**config.mk**
```make
export PLATFORM = sky130hd
export DESIGN_NAME = fswr_top
export DESIGN_NICKNAME = d
export VERILOG_FILES = /design/src/pkg/fswr_pkg.sv /design/src/design/fswr_strap_latch.sv /design/src/design/fswr_watchdog.sv /design/src/design/fswr_top.sv
export SDC_FILE = /design/constraint.sdc
export NUM_CORES = 1
export LEC_CHECK = 0
export BUFFER_PORTS_ARGS = -buffer_cell sky130_fd_sc_hd__buf_2
export CAP_MARGIN = 20
export CORE_UTILIZATION = 25
export DETAILED_ROUTE_END_ITERATION = 10
export PLACE_DENSITY = 0.49
export SYNTH_ARGS = -nofsm -noshare
export SYNTH_HDL_FRONTEND = slang
export SYNTH_SLANG_ARGS = --single-unit
export TNS_END_PERCENT = 50
```
**constraint.sdc**
```tcl
create_clock -name sys_clk -period 4.6 [get_ports sys_clk]
set_input_delay 0.92 -clock sys_clk [delete_from_list [all_inputs] [get_ports sys_clk]]
set_output_delay 0.92 -clock sys_clk [all_outputs]
set_load 0.05 [all_outputs]
```
**src/pkg/fswr_pkg.sv**
```systemverilog
// Shared constants for the frequency select, watchdog and recovery block
package fswr_pkg;
    // Byte indices of the control bytes
    localparam logic [7:0] FSWR_IDX_STRAP = 8'h07;    // Latched strap code, read only
    localparam logic [7:0] FSWR_IDX_SEL = 8'h08;      // Select code and override
    localparam logic [7:0] FSWR_IDX_WDOG = 8'h09;     // Watchdog arm and time-out status
    localparam logic [7:0] FSWR_IDX_RCV_N = 8'h0b;    // Recovery N value
    localparam logic [7:0] FSWR_IDX_RCV_M = 8'h0c;    // Recovery select and M value
    localparam logic [7:0] FSWR_IDX_CPU_N = 8'h0d;    // Programmed N value
    localparam logic [7:0] FSWR_IDX_CPU_M = 8'h0e;    // Enable and programmed M value
    localparam logic [7:0] FSWR_IDX_SPARE_A = 8'h10;  // Spare control byte A
    localparam logic [7:0] FSWR_IDX_SPARE_B = 8'h11;  // Spare control byte B
    // Field positions
    localparam int FSWR_BIT_OVERRIDE = 7;  // Override in select byte
    localparam int FSWR_BIT_ARM = 0;       // Arm in watchdog byte
    localparam int FSWR_BIT_TIMEOUT = 1;   // Time-out status in watchdog byte
    localparam int FSWR_BIT_ENABLE = 7;    // Enable or recovery select in M bytes
    // Reset values
    localparam logic [7:0] FSWR_RST_BYTE = 8'h00;
    localparam logic [6:0] FSWR_RST_M = 7'h00;
    localparam logic [4:0] FSWR_RST_CODE = 5'h00;
    localparam logic [7:0] FSWR_SPARE_VALUE = 8'h00;  // Spare bytes always read this
    // Gear constant, units of 1e-5
    localparam logic [22:0] FSWR_GEAR = 23'h4940e5;   // 48.00741
    localparam logic [22:0] FSWR_GEAR_NONE = 23'h000000;
    // Timing
    localparam int FSWR_CLK_PERIOD_NS = 40;           // 25 MHz system clock
    localparam int FSWR_WDOG_TIMEOUT_US = 1000000;    // Watchdog time-out, 1 s
    localparam int FSWR_RST_PULSE_US = 10;            // Reset pulse width, 10 us
    localparam int FSWR_WDOG_CYCLES = FSWR_WDOG_TIMEOUT_US * 1000 / FSWR_CLK_PERIOD_NS;
    localparam int FSWR_RST_CYCLES = (FSWR_RST_PULSE_US * 1000 + FSWR_CLK_PERIOD_NS - 1)
        / FSWR_CLK_PERIOD_NS;
    // Watchdog states
    typedef enum logic [2:0] {
        FSWR_W_IDLE = 3'b001,
        FSWR_W_COUNT = 3'b010,
        FSWR_W_RESET = 3'b100
    } fswr_wdog_state_t;
endpackage

```
**src/design/fswr_strap_latch.sv**
```systemverilog
// Strap code synchroniser and once-only latch after reset
`timescale 1ns/10ps
`default_nettype none
module fswr_strap_latch
    import fswr_pkg::*;
#(
    parameter int WIDTH = 5
) (
    input wire logic sys_clk,
    input wire logic reset,
    input wire logic [WIDTH-1:0] strap_pins,
    output logic [WIDTH-1:0] strap_code_r,
    output logic strap_valid_r
);
    logic [WIDTH-1:0] sync1_r, sync2_r, sync3_r;  // Three-stage synchroniser
    logic [WIDTH-1:0] strap_code_nxt;
    logic strap_valid_nxt;

    if (WIDTH < 1) begin : g_bad_width
        $error("strap width must be at least one");
    end

    // Capture once, when the last two stages agree
    always_comb begin
        strap_code_nxt = strap_code_r;
        strap_valid_nxt = strap_valid_r;
        if (!strap_valid_r && sync2_r == sync3_r) begin
            strap_code_nxt = sync3_r;
            strap_valid_nxt = 1'b1;
        end
    end

    // Registers
    always_ff @(posedge sys_clk) begin
        sync1_r <= strap_pins;
        sync2_r <= sync1_r;
        sync3_r <= sync2_r;
        if (reset) begin
            strap_code_r <= FSWR_RST_CODE;
            strap_valid_r <= 1'b0;
        end else begin
            strap_code_r <= strap_code_nxt;
            strap_valid_r <= strap_valid_nxt;
        end
    end
endmodule // fswr_strap_latch
`default_nettype wire

```
**src/design/fswr_watchdog.sv**
```systemverilog
// Watchdog timer with system reset pulse
`timescale 1ns/10ps
`default_nettype none
module fswr_watchdog
    import fswr_pkg::*;
#(
    parameter int TIMEOUT_CYCLES = FSWR_WDOG_CYCLES,
    parameter int PULSE_CYCLES = FSWR_RST_CYCLES
) (
    input wire logic sys_clk,
    input wire logic reset,
    input wire logic arm,
    input wire logic kick,
    output logic expire_r,
    output logic sys_reset_out_r
);
    fswr_wdog_state_t state_r, state_nxt;  // Timer state
    logic [31:0] count_r, count_nxt;       // Cycle counter
    logic expire_nxt, sys_reset_out_nxt;

    if (TIMEOUT_CYCLES < 1 || PULSE_CYCLES < 1) begin : g_bad_count
        $error("watchdog counts must be at least one");
    end

    // Next state: count while armed, then drive reset for the pulse width
    always_comb begin
        state_nxt = state_r;
        count_nxt = count_r;
        expire_nxt = 1'b0;
        sys_reset_out_nxt = 1'b0;
        unique case (state_r)
            FSWR_W_IDLE: begin
                count_nxt = 32'h0;
                if (arm) begin
                    state_nxt = FSWR_W_COUNT;
                end
            end
            FSWR_W_COUNT: begin
                if (!arm) begin
                    state_nxt = FSWR_W_IDLE;  // Disarmed
                    count_nxt = 32'h0;
                end else if (kick) begin
                    count_nxt = 32'h0;  // Restart
                end else if (count_r == 32'(TIMEOUT_CYCLES - 1)) begin
                    state_nxt = FSWR_W_RESET;
                    count_nxt = 32'h0;
                    expire_nxt = 1'b1;
                    sys_reset_out_nxt = 1'b1;
                end else begin
                    count_nxt = count_r + 32'h1;
                end
            end
            FSWR_W_RESET: begin
                sys_reset_out_nxt = 1'b1;
                count_nxt = count_r + 32'h1;
                if (count_r == 32'(PULSE_CYCLES - 1)) begin
                    state_nxt = FSWR_W_IDLE;
                    sys_reset_out_nxt = 1'b0;
                    count_nxt = 32'h0;
                end
            end
            default: begin
                state_nxt = FSWR_W_IDLE;
                count_nxt = 32'h0;
            end
        endcase
    end

    // Registers
    always_ff @(posedge sys_clk) begin
        if (reset) begin
            state_r <= FSWR_W_IDLE;
            count_r <= 32'h0;
            expire_r <= 1'b0;
            sys_reset_out_r <= 1'b0;
        end else begin
            state_r <= state_nxt;
            count_r <= count_nxt;
            expire_r <= expire_nxt;
            sys_reset_out_r <= sys_reset_out_nxt;
        end
    end

    // Check helper: high cycles of the current reset pulse so far
    logic [31:0] pulse_len_r, pulse_len_nxt;

    // Next pulse length, cleared while the reset output is low
    always_comb begin
        pulse_len_nxt = sys_reset_out_r ? pulse_len_r + 32'h1 : 32'h0;
    end

    // Pulse length register
    always_ff @(posedge sys_clk) begin
        if (reset) begin
            pulse_len_r <= 32'h0;
        end else begin
            pulse_len_r <= pulse_len_nxt;
        end
    end

    // Reset pulse ends exactly at the pulse width
    chk_reset_pulse_width: assert property (@(posedge sys_clk) disable iff (reset)
        $fell(sys_reset_out_r) |-> pulse_len_r == 32'(PULSE_CYCLES))
        else $error("reset pulse width wrong");
    // Reset pulse never runs past the pulse width
    chk_reset_pulse_max: assert property (@(posedge sys_clk) disable iff (reset)
        sys_reset_out_r |-> pulse_len_r < 32'(PULSE_CYCLES))
        else $error("reset pulse too long");
endmodule // fswr_watchdog
`default_nettype wire

```
**src/design/fswr_top.sv**
```systemverilog
// Frequency select control with watchdog and recovery frequency
// Summary of operation
// - Bytes 16 and 17 read zero, unused.
// - Code decodes to CPU, mid, PCI, gear.
// - Three codes reserved; host must avoid them.
// - Divider mode accepts 50 to 248 MHz.
// - Table mode: strap code unless override set and no time-out.
// - Divider mode ratio/gear from strap or select.
// - Divider mode CPU from N, M, gear.
// - Any N or M write starts reload.
// - Time-out asserts reset, switches to recovery.
// - Recovery select uses recovery N and M.
// - Divider enable resets to zero, disabled.
`timescale 1ns/10ps
`default_nettype none
module fswr_top
    import fswr_pkg::*;
#(
    parameter int WDOG_CYCLES = FSWR_WDOG_CYCLES,  // Time-out length
    parameter int RST_CYCLES = FSWR_RST_CYCLES     // Reset pulse width
) (
    input wire logic sys_clk,
    input wire logic reset,
    input wire logic [4:0] strap_freq_code,
    input wire logic reg_wr_en,
    input wire logic reg_rd_en,
    input wire logic [7:0] reg_addr,
    input wire logic [7:0] reg_wdata,
    output logic [7:0] reg_rdata_r,
    output logic [11:0] cpu_freq_r,
    output logic [11:0] mid_group_clock_freq_r,
    output logic [11:0] pci_freq_r,
    output logic [22:0] gear_r,
    output logic code_reserved_r,
    output logic divider_mode_r,
    output logic [7:0] pll_n_r,
    output logic [6:0] pll_m_r,
    output logic freq_load_r,
    output logic recovery_active_r,
    output logic sys_reset_out_r
);
    // Control bytes
    logic [4:0] sel_r, sel_nxt;                      // Programmed select code
    logic code_source_override_r, code_source_override_nxt;
    logic [7:0] cpu_divider_n_r, cpu_divider_n_nxt;
    logic [6:0] cpu_divider_m_r, cpu_divider_m_nxt;
    logic prog_en_r, prog_en_nxt;                    // Divider mode enable
    logic [7:0] recovery_divider_n_r, recovery_divider_n_nxt;
    logic [6:0] recovery_divider_m_r, recovery_divider_m_nxt;
    logic recovery_divider_select_r, recovery_divider_select_nxt;
    logic wdog_arm_r, wdog_arm_nxt;                  // Watchdog armed
    logic timeout_r, timeout_nxt;                    // Sticky time-out status
    logic [7:0] reg_rdata_nxt;
    // Outputs next values
    logic [11:0] cpu_freq_nxt, mid_freq_nxt, pci_freq_nxt;
    logic [22:0] gear_nxt;
    logic code_reserved_nxt, divider_mode_nxt, freq_load_nxt;
    logic [7:0] pll_n_nxt;
    logic [6:0] pll_m_nxt;
    // Internal
    logic [4:0] latched_code;   // Strap code after latch
    logic strap_valid;          // Strap capture done
    logic wdog_expire;          // One-cycle time-out event
    logic wdog_kick;            // Watchdog byte written
    logic nm_write;             // Any divider value written
    logic [4:0] active_code;    // Code driving the table
    logic [35:0] table_entry;   // CPU, mid, PCI in 0.1 MHz

    // Table of frequencies in 0.1 MHz steps: cpu, mid group, pci
    function automatic logic [35:0] freq_lookup(input logic [4:0] code);
        unique case (code)
            5'h00: freq_lookup = {12'd1560, 12'd780, 12'd390};
            5'h01: freq_lookup = {12'd1540, 12'd770, 12'd385};
            5'h02: freq_lookup = {12'd1520, 12'd760, 12'd380};
            5'h03: freq_lookup = {12'd1470, 12'd735, 12'd368};
            5'h04: freq_lookup = {12'd1440, 12'd720, 12'd360};
            5'h05: freq_lookup = {12'd1420, 12'd710, 12'd355};
            5'h06: freq_lookup = {12'd1380, 12'd690, 12'd345};
            5'h07: freq_lookup = {12'd1360, 12'd680, 12'd340};
            5'h08: freq_lookup = {12'd1240, 12'd620, 12'd310};
            5'h09: freq_lookup = {12'd1220, 12'd610, 12'd305};
            5'h0a: freq_lookup = {12'd1170, 12'd780, 12'd390};
            5'h0b: freq_lookup = {12'd1150, 12'd767, 12'd383};
            5'h0c: freq_lookup = {12'd1130, 12'd753, 12'd377};
            5'h0d: freq_lookup = {12'd1080, 12'd720, 12'd360};
            5'h0e: freq_lookup = {12'd1050, 12'd700, 12'd350};
            5'h0f: freq_lookup = {12'd1020, 12'd680, 12'd340};
            5'h10, 5'h11, 5'h12: freq_lookup = 36'h0;  // Reserved codes
            5'h13: freq_lookup = {12'd2000, 12'd666, 12'd333};
            5'h14: freq_lookup = {12'd1900, 12'd760, 12'd380};
            5'h15: freq_lookup = {12'd1800, 12'd720, 12'd360};
            5'h16: freq_lookup = {12'd1700, 12'd680, 12'd340};
            5'h17: freq_lookup = {12'd1500, 12'd750, 12'd375};
            5'h18: freq_lookup = {12'd1400, 12'd700, 12'd350};
            5'h19: freq_lookup = {12'd1200, 12'd600, 12'd300};
            5'h1a: freq_lookup = {12'd1100, 12'd733, 12'd333};
            5'h1b: freq_lookup = {12'd666, 12'd666, 12'd333};
            5'h1c: freq_lookup = {12'd2000, 12'd666, 12'd333};
            5'h1d: freq_lookup = {12'd1666, 12'd666, 12'd333};
            5'h1e: freq_lookup = {12'd1000, 12'd666, 12'd333};
            5'h1f: freq_lookup = {12'd1333, 12'd666, 12'd333};
        endcase
    endfunction

    // Strap capture after reset release
    fswr_strap_latch #(
        .WIDTH(5)
    ) u_strap (
        .sys_clk(sys_clk),
        .reset(reset),
        .strap_pins(strap_freq_code),
        .strap_code_r(latched_code),
        .strap_valid_r(strap_valid)
    );

    // Watchdog timer
    fswr_watchdog #(
        .TIMEOUT_CYCLES(WDOG_CYCLES),
        .PULSE_CYCLES(RST_CYCLES)
    ) u_wdog (
        .sys_clk(sys_clk),
        .reset(reset),
        .arm(wdog_arm_r),
        .kick(wdog_kick),
        .expire_r(wdog_expire),
        .sys_reset_out_r(sys_reset_out_r)
    );

    assign wdog_kick = reg_wr_en && reg_addr == FSWR_IDX_WDOG;
    assign nm_write = reg_wr_en && (reg_addr == FSWR_IDX_CPU_N || reg_addr == FSWR_IDX_CPU_M
        || reg_addr == FSWR_IDX_RCV_N || reg_addr == FSWR_IDX_RCV_M);

    // Register writes; spare bytes take no write
    always_comb begin
        sel_nxt = sel_r;
        code_source_override_nxt = code_source_override_r;
        cpu_divider_n_nxt = cpu_divider_n_r;
        cpu_divider_m_nxt = cpu_divider_m_r;
        prog_en_nxt = prog_en_r;
        recovery_divider_n_nxt = recovery_divider_n_r;
        recovery_divider_m_nxt = recovery_divider_m_r;
        recovery_divider_select_nxt = recovery_divider_select_r;
        wdog_arm_nxt = wdog_arm_r;
        timeout_nxt = timeout_r;
        if (reg_wr_en) begin
            unique case (reg_addr)
                FSWR_IDX_SEL: begin
                    sel_nxt = reg_wdata[4:0];
                    code_source_override_nxt = reg_wdata[FSWR_BIT_OVERRIDE];
                end
                FSWR_IDX_WDOG: begin
                    wdog_arm_nxt = reg_wdata[FSWR_BIT_ARM];
                    if (reg_wdata[FSWR_BIT_TIMEOUT]) begin
                        timeout_nxt = 1'b0;  // Write one clears
                    end
                end
                FSWR_IDX_CPU_N: cpu_divider_n_nxt = reg_wdata;
                FSWR_IDX_CPU_M: begin
                    cpu_divider_m_nxt = reg_wdata[6:0];
                    prog_en_nxt = reg_wdata[FSWR_BIT_ENABLE];
                end
                FSWR_IDX_RCV_N: recovery_divider_n_nxt = reg_wdata;
                FSWR_IDX_RCV_M: begin
                    recovery_divider_m_nxt = reg_wdata[6:0];
                    recovery_divider_select_nxt = reg_wdata[FSWR_BIT_ENABLE];
                end
                default: begin
                    // Spare and unmapped bytes ignore writes
                end
            endcase
        end
        if (wdog_expire) begin
            timeout_nxt = 1'b1;    // Set wins over clear
            wdog_arm_nxt = 1'b0;   // One-shot after time-out
        end
    end

    // Read data, spare and unmapped bytes read zero
    always_comb begin
        reg_rdata_nxt = reg_rdata_r;
        if (reg_rd_en) begin
            unique case (reg_addr)
                FSWR_IDX_STRAP: reg_rdata_nxt = {3'h0, latched_code};
                FSWR_IDX_SEL: reg_rdata_nxt = {code_source_override_r, 2'h0, sel_r};
                FSWR_IDX_WDOG: reg_rdata_nxt = {6'h0, timeout_r, wdog_arm_r};
                FSWR_IDX_CPU_N: reg_rdata_nxt = cpu_divider_n_r;
                FSWR_IDX_CPU_M: reg_rdata_nxt = {prog_en_r, cpu_divider_m_r};
                FSWR_IDX_RCV_N: reg_rdata_nxt = recovery_divider_n_r;
                FSWR_IDX_RCV_M: reg_rdata_nxt = {recovery_divider_select_r, recovery_divider_m_r};
                default: reg_rdata_nxt = FSWR_SPARE_VALUE;
            endcase
        end
    end

    // Code source: strap during recovery, else strap or select by override
    always_comb begin
        if (timeout_r || !code_source_override_r) begin
            active_code = latched_code;
        end else begin
            active_code = sel_r;
        end
        table_entry = freq_lookup(active_code);
    end

    // Output selection
    always_comb begin
        cpu_freq_nxt = table_entry[35:24];
        mid_freq_nxt = table_entry[23:12];
        pci_freq_nxt = table_entry[11:0];
        code_reserved_nxt = (table_entry == 36'h0);
        gear_nxt = code_reserved_nxt ? FSWR_GEAR_NONE : FSWR_GEAR;
        // N and M pass unclamped, so any target in range is served
        if (timeout_r) begin
            divider_mode_nxt = recovery_divider_select_r;
            pll_n_nxt = recovery_divider_n_r;
            pll_m_nxt = recovery_divider_m_r;
        end else begin
            divider_mode_nxt = prog_en_r;
            pll_n_nxt = cpu_divider_n_r;
            pll_m_nxt = cpu_divider_m_r;
        end
        // Reload on any single N or M write, and on time-out
        freq_load_nxt = nm_write || wdog_expire;
    end

    // Registers
    always_ff @(posedge sys_clk) begin
        if (reset) begin
            sel_r <= FSWR_RST_CODE;
            code_source_override_r <= 1'b0;
            cpu_divider_n_r <= FSWR_RST_BYTE;
            cpu_divider_m_r <= FSWR_RST_M;
            prog_en_r <= 1'b0;
            recovery_divider_n_r <= FSWR_RST_BYTE;
            recovery_divider_m_r <= FSWR_RST_M;
            recovery_divider_select_r <= 1'b0;
            wdog_arm_r <= 1'b0;
            timeout_r <= 1'b0;
            reg_rdata_r <= FSWR_RST_BYTE;
            cpu_freq_r <= 12'h0;
            mid_group_clock_freq_r <= 12'h0;
            pci_freq_r <= 12'h0;
            gear_r <= FSWR_GEAR_NONE;
            code_reserved_r <= 1'b0;
            divider_mode_r <= 1'b0;
            pll_n_r <= FSWR_RST_BYTE;
            pll_m_r <= FSWR_RST_M;
            freq_load_r <= 1'b0;
            recovery_active_r <= 1'b0;
        end else begin
            sel_r <= sel_nxt;
            code_source_override_r <= code_source_override_nxt;
            cpu_divider_n_r <= cpu_divider_n_nxt;
            cpu_divider_m_r <= cpu_divider_m_nxt;
            prog_en_r <= prog_en_nxt;
            recovery_divider_n_r <= recovery_divider_n_nxt;
            recovery_divider_m_r <= recovery_divider_m_nxt;
            recovery_divider_select_r <= recovery_divider_select_nxt;
            wdog_arm_r <= wdog_arm_nxt;
            timeout_r <= timeout_nxt;
            reg_rdata_r <= reg_rdata_nxt;
            cpu_freq_r <= cpu_freq_nxt;
            mid_group_clock_freq_r <= mid_freq_nxt;
            pci_freq_r <= pci_freq_nxt;
            gear_r <= gear_nxt;
            code_reserved_r <= code_reserved_nxt;
            divider_mode_r <= divider_mode_nxt;
            pll_n_r <= pll_n_nxt;
            pll_m_r <= pll_m_nxt;
            freq_load_r <= freq_load_nxt;
            recovery_active_r <= timeout_r;
        end
    end

    // Checks
    chk_spare_read_zero: assert property (@(posedge sys_clk) disable iff (reset)
        reg_rd_en && (reg_addr == FSWR_IDX_SPARE_A || reg_addr == FSWR_IDX_SPARE_B)
        |=> reg_rdata_r == FSWR_SPARE_VALUE)
        else $error("spare byte read not zero");
    chk_top_code_decode: assert property (@(posedge sys_clk) disable iff (reset)
        active_code == 5'h1f |=> cpu_freq_r == 12'd1333 && mid_group_clock_freq_r == 12'd666
        && pci_freq_r == 12'd333 && gear_r == FSWR_GEAR)
        else $error("code 11111 decoded wrongly");
    chk_reserved_flag: assert property (@(posedge sys_clk) disable iff (reset)
        active_code inside {5'h10, 5'h11, 5'h12} |=> code_reserved_r && cpu_freq_r == 12'h0)
        else $error("reserved code not flagged");
    chk_override_source: assert property (@(posedge sys_clk) disable iff (reset)
        !timeout_r && code_source_override_r |-> active_code == sel_r)
        else $error("override did not select programmed code");
    chk_strap_source: assert property (@(posedge sys_clk) disable iff (reset)
        !code_source_override_r |-> active_code == latched_code)
        else $error("strap code not used without override");
    chk_divider_values: assert property (@(posedge sys_clk) disable iff (reset)
        !timeout_r && prog_en_r |=> divider_mode_r && pll_n_r == $past(cpu_divider_n_r))
        else $error("divider mode values not applied");
    chk_single_write_load: assert property (@(posedge sys_clk) disable iff (reset)
        reg_wr_en && reg_addr == FSWR_IDX_CPU_N |=> freq_load_r)
        else $error("N write did not start reload");
    chk_timeout_recovery: assert property (@(posedge sys_clk) disable iff (reset)
        wdog_expire |-> sys_reset_out_r ##1 timeout_r ##1 recovery_active_r)
        else $error("time-out did not reset and recover");
    chk_recovery_values: assert property (@(posedge sys_clk) disable iff (reset)
        timeout_r && recovery_divider_select_r |=> divider_mode_r
        && pll_m_r == $past(recovery_divider_m_r))
        else $error("recovery divider values not applied");
    chk_enable_reset: assert property (@(posedge sys_clk)
        reset |=> !prog_en_r && !divider_mode_r)
        else $error("divider enable not cleared by reset");
endmodule // fswr_top
`default_nettype wire

```
**Yosys cells after proc, flatten, opt, wreduce, memory -nomap -nowiden**

Memory sizes are Yosys's and may differ from the RTL's.
Cells that the tools add are included.

- Register bits: 184
- Bits in read-only memories: 960
- Input bits: 25
- Output and inout port bits: 87
- Logic and storage cells: 100
- Memories: 1

- $add $sub $neg: 1
- Eq/ne operators: 17
- Mux-type cells: 26
- Bitwise gates (word level): 1
- Reductions and logical operators: 24

Memory list:

| memory | words | bits a word | rd ports | clocked after Yosys merged registers in | wr ports | RTL line | source |
|---|---|---|---|---|---|---|---|
| (name not given) | 32 | 30 | 1 | 0 | 0 | fswr_top.sv:71 | `unique case (code)` |

Operators with widths:

| operator | number |
|---|---|
| 32-bit two-way mux | 4 |
| 32-bit one-hot mux with 2 select lines | 1 |
| 8-bit one-hot mux with 7 select lines | 1 |
| 8-bit by 4-bit == test with 1-bit output (second input constant) | 6 |
| 36-bit logical NOT | 1 |
| 32-bit by 1-bit adder with 32-bit output (second input constant) | 1 |
| 32-bit by 25-bit == test with 1-bit output (second input constant) | 1 |
| 32-bit by 8-bit == test with 1-bit output (second input constant) | 1 |
| 23-bit two-way mux | 1 |
| 3-bit two-way mux | 5 |
| 2-bit AND reduction | 6 |
| 1-bit two-way mux | 9 |
| 3-bit one-hot mux with 3 select lines | 1 |
| 8-bit by 3-bit == test with 1-bit output (second input constant) | 1 |
| 8-bit two-way mux | 1 |
| 7-bit two-way mux | 1 |
| 2-bit nonzero test | 3 |
| 5-bit == test | 1 |
| 1-bit logical OR | 5 |
| 5-bit two-way mux | 1 |
| 4-bit AND reduction | 1 |
| 2-bit OR reduction | 2 |
| 3-bit by 1-bit == test with 1-bit output (second input constant) | 1 |
| 3-bit by 2-bit == test with 1-bit output (second input constant) | 1 |
| other kinds (10) | 13 |

**Longest topological paths before layout**

- Depth after elaboration: 6
- Depth in mapped cells: 9
- Mapped depth without buffers: 9

**Hierarchy**

A second synthesis with hierarchy kept.

- Cells, all modules: 820
- Area total of the unflattened synthesis: 7,414.6 µm²

By module, submodules not included:

| module | times used | cells an instance | area each (µm²) | sequential area each (µm²) |
|---|---|---|---|---|
| fswr_top | 1 | 573 | 4,998.5 | 1,901.8 |
| fswr_watchdog | 1 | 202 | 1,799.2 | 740.7 |
| fswr_strap_latch | 1 | 45 | 616.8 | 420.4 |

**Least setup slack after synthesis**

OpenSTA, ideal clock, no wires.

- Kind: reg2reg
- Start point: register timeout_r
- End point: register cpu_freq_r[1]
- Library setup time: 136 ps
- Data arrival time: 2,521 ps
- Required time: 4,464 ps
- Slack: 1,943 ps
- Stages on the path, launching flop included: 10
- Buffers on the path: 0
- Clock period less this slack: 2,657 ps
- Cells stage by stage: dfxtp_1 > nand2b_1 > mux2i_1 > inv_1 > ha_1 > inv_1 > a211o_1 > o21ai_0 > a221oi_1 > a211oi_1

- Cells in the longest elaborated chain, start to end: 3

Ends and longest elaborated chain:

| item | RTL line | source |
|---|---|---|
| start: declaration | fswr_top.sv:52 | `logic timeout_r, timeout_nxt;` |
| start signal: assignment | fswr_top.sv:260 | `timeout_r <= timeout_nxt;` |
| 1-bit logical OR | fswr_top.sv:197 | `if (timeout_r \|\| !code_source_override_r) begin` |
| 5-bit two-way mux | fswr_top.sv:197 |  |
| memory read 32 x 30 bit | - |  |
| end signal: assignment | fswr_top.sv:262 | `cpu_freq_r <= cpu_freq_nxt;` |
| end: declaration | fswr_top.sv:30 | `output logic [11:0] cpu_freq_r,` |

No other way between the ends.
A chain may end at the register's enable or synchronous reset.

**Final worst setup path**

- Start point: register code_source_override_r
- End point: register mid_group_clock_freq_r[2]

- Cells in the longest elaborated chain, start to end: 4

Ends and longest elaborated chain:

| item | RTL line | source |
|---|---|---|
| start: declaration | fswr_top.sv:44 | `logic code_source_override_r, code_source_override_nxt;` |
| start signal: assignment | fswr_top.sv:252 | `code_source_override_r <= code_source_override_nxt;` |
| 1-bit logical NOT | fswr_top.sv:197 |  |
| 1-bit logical OR | fswr_top.sv:197 |  |
| 5-bit two-way mux | fswr_top.sv:197 |  |
| memory read 32 x 30 bit | - |  |
| end signal: assignment | fswr_top.sv:263 | `mid_group_clock_freq_r <= mid_freq_nxt;` |
| end: declaration | fswr_top.sv:31 | `output logic [11:0] mid_group_clock_freq_r,` |

No other way between the ends.

==> flow_metrics.py <==
metrics = {
    "clock_tree": {
        "insertion_delay_ps": 420,
        "cts_buffer_depth": 2,
        "htreeDepth": 4,
        "cts_setup_buffers": 0,
        "root_buffer": "clkbuf_16",
        "cts_buffers": 17,
        "cts_resized": 0,
        "ctsHoldBuffers": 0,
        "clkTransAtPathRegs_ps": 70,
        "cts.sinks": 153,
        "tritoncts": "done",
    },
    "global_route": {
        "track_usage_pct": 13.7,
        "grt-ovfl-total": 0,
        "grt_use_met2_pct": 21.3,
        "grtUsageMet3_pct": 2.84,
        "use_met1_pct": 18.7,
        "grt_pass1_wl_um": 31600,
        "grt_busiest_layer": "met2",
        "grt_max_degree": 69,
        "antenna_found_initial": 1,
        "grt_pass1_vias": 5684,
    },
    "floorplan": {
        "fp.coreArea_um2": 28600,
        "pin_count": 112,
        "die_area_um2": 29700,
        "die_w_um": 172,
        "die_height_um": 172,
        "std_cell_rows": 62,
        "start_util_pct": 25.4,
    },
    "worst_setup_path": {
        "cp.arrival_ps": 3350,
        "critical_path_class": "reg -> reg",
        "path_max_fanout": 25,
        "worstSetupStartpointType": "flop",
        "cp-end-kind": "flop",
        "cp.required_ps": 4930,
    },
    "power_and_ir_drop": {
        "p_leak_uw": 0.00316,
        "sw_frac_of_total_pct": 27.2,
        "pwr-share-comb_pct": 7.8,
        "peakVddDrop_v": 0.000220,
        "p_int_uw": 2150,
        "pwr-share-seq_pct": 45.9,
        "power.share.clock_pct": 46.3,
        "switching_power_uw": 805,
        "powerDensity_nw_per_um2": 348,
        "power_uw": 2960,
    },
    "yosys": {
        "synth-edff-count": 0,
        "ys_warn_count": 0,
        "ys.flop_type": "dfxtp_1",
        "synth-seq-cells": 153,
        "synth_seq_area_share_pct": 42.2,
        "syn_area_um2": 7260,
        "synth_cell_types": 67,
        "async_flop_share_pct": 0,
        "synth.avg_cell_area_um2": 8.85,
        "synthCells": 821,
    },
    "route": {
        "routed_wl_um": 19800,
        "route.vias.total": 6085,
        "drtPass1Iterations": 5,
        "ant_nets": 0,
        "drtIter0Drc": 510,
        "wl_per_cell_um": 15.6,
        "via_per_inst": 4.78,
        "route.detailed.drc": 0,
    },
    "cells_and_area": {
        "layout_common_cells": "dfxtp_1, buf_2, nor2_1",
        "fillers": 3016,
        "layout_commonest_cell": "dfxtp_1",
        "drive_gt1_share_pct": 16.9,
        "nNetsFinal": 914,
        "diodes": 0,
        "syn_to_final_growth_pct": 16.9,
    },
    "timing": {
        "finClkSkew_ps": 10.1,
        "min_period_ps": 3020,
        "tns_ps": 0,
        "clock.fmax_mhz": 331,
        "relSlewSlack_pct": 37.0,
        "final_hold_viol_count": 0,
        "slew_viol_final": 0,
        "period_share_pct": 65.7,
        "final-setup-viol-count": 0,
        "worst_slew_pin_slew_ps": 945,
        "rsz0062_at_grt": "no",
    },
    "hold_path": {
        "hold_class": "reg -> reg",
    },
    "place": {
        "dp_hpwl_um": 13600,
        "numPortBuffers": 91,
        "gp_congestion": 0.820,
    },
    "status": {
        "status": "finished clean",
    },
    "job": {
        "max_cap_violations": 0,
    },
}
==> sequential cells by signal, indices dropped and copies added, names as in the netlist, 8 cells and up <==
name / cells
recovery_divider_n_r: 8
u_wdog.count_r: 32
cpu_freq_r: 11
reg_rdata_r: 8
pll_n_r: 8
mid_group_clock_freq_r: 9
cpu_divider_n_r: 8
==> area by class of cell <==
cell class / count / area, um2 / share of cell area (%)
Clock buffer: 17 / 425 / 5.01
Clock inverter: 15 / 141 / 1.67
Inverter: 17 / 63.8 / 0.752
Multi-Input combinational cell: 585 / 3770 / 44.4
Sequential cell: 153 / 3060 / 36.1
Tap cell: 384 / 480 / 5.66
Timing Repair Buffer: 102 / 544 / 6.41
==> routing by layer <==
layer / wire length [um] / vias up
met2: 9100 / 155
met4: 306 / 0
met5: 0 / -
li1: - / 3019
met3: 864 / 28
met1: 9550 / 2883
==> cells by family (layout without fill, tap and decap cells) <==
| family | after synthesis | count (layout) | share of synthesized area [%] |
|---|---|---|---|
| DFF | 153 | 153 | 42.2 |
| muxes | 68 | 68 | 9.46 |
| other | 1 | 20 | 0.0516 |
| AOI/OAI and AO/OA | 171 | 171 | 15.5 |
| and+or+nand+nor | 276 | 276 | 19.1 |
| xor gates and xnor gates | 37 | 37 | 4.46 |
| buffers and inverters | 102 | 151 | 7.03 |
| adders and majority gates | 13 | 13 | 2.24 |
==> power groups by stage <==
stage	Combinational (uW)	Clock, uW	Sequential (uW)
after floorplan	152	0	1430
after global placement	233	0	1390
after detailed placement	232	0	1390
after CTS	232	1410	1360
after global routing	247	1460	1360
final	232	1370	1360
==> synthesized netlist by cell type (all sizes together), types with 3 or more instances <==
cell | n | share of area (%)
a21oi | 68 | 4.7
and4 | 4 | 0.50
nand2b | 5 | 0.43
a221oi | 7 | 0.84
nand4 | 12 | 1.1
inv | 17 | 0.88
a21boi | 5 | 0.52
nor3b | 3 | 0.31
buf | 48 | 4.2
mux2 | 5 | 0.78
xor2 | 18 | 2.2
nand2 | 52 | 2.7
a311oi | 5 | 0.60
a2bb2oi | 5 | 0.60
nor2 | 85 | 4.4
and3 | 10 | 0.86
or4 | 5 | 0.62
a222oi | 4 | 0.55
mux2i | 63 | 8.7
nor2b | 9 | 0.78
o31ai | 3 | 0.31
a22o | 8 | 0.96
o21ai | 20 | 1.4
a31oi | 6 | 0.52
dfxtp | 153 | 42
a211oi | 11 | 1.1
ha | 13 | 2.2
xnor2 | 19 | 2.3
nor3 | 27 | 1.9
clkbuf | 37 | 1.9
or3 | 6 | 0.53
a21o | 6 | 0.62
nor4 | 11 | 0.95
or4b | 3 | 0.41
nand3 | 34 | 2.3
==> through the flow <==
| stage | setup WS (ps) | hold slack, ps | instances | util [%] | instance area [um2] |
|---|---|---|---|---|---|
| 3_5_place_dp | 1590 | 315 | 1241 | 27.7 | 7920 |
| 2_1_floorplan | 1940 | 310 | 840 | - | 7330 |
| 5_1_grt | 1400 | 326 | 1273 | 29.7 | 8490 |
| 4_1_cts | 1630 | 327 | 1273 | 29.7 | 8490 |
| 6_report | 1580 | 323 | 1273 | 29.7 | 8490 |
| 3_3_place_gp | 1590 | 315 | 1240 | 27.6 | 7910 |
==> worst max-delay path: stages, from the launching register on <==
cell      delay, ps
dfxtp_1         440
nand2b_1        330
mux2_2          630
inv_1           490
nor2_1          480
o21ai_0         210
a221oi_1        330
==> final timing paths <==
path	cells past startpoint	slack (ps)	startpoint	endpoint
setup reg to reg	6	1580	code_source_override_r	mid_group_clock_freq_r[2]
hold reg to reg	0	320	u_strap.sync1_r[0]	u_strap.sync2_r[0]
hold / removal	0	320	u_strap.sync1_r[0]	u_strap.sync2_r[0]
setup / recovery	6	1580	code_source_override_r	mid_group_clock_freq_r[2]
(Power assumes the default switching activity.)
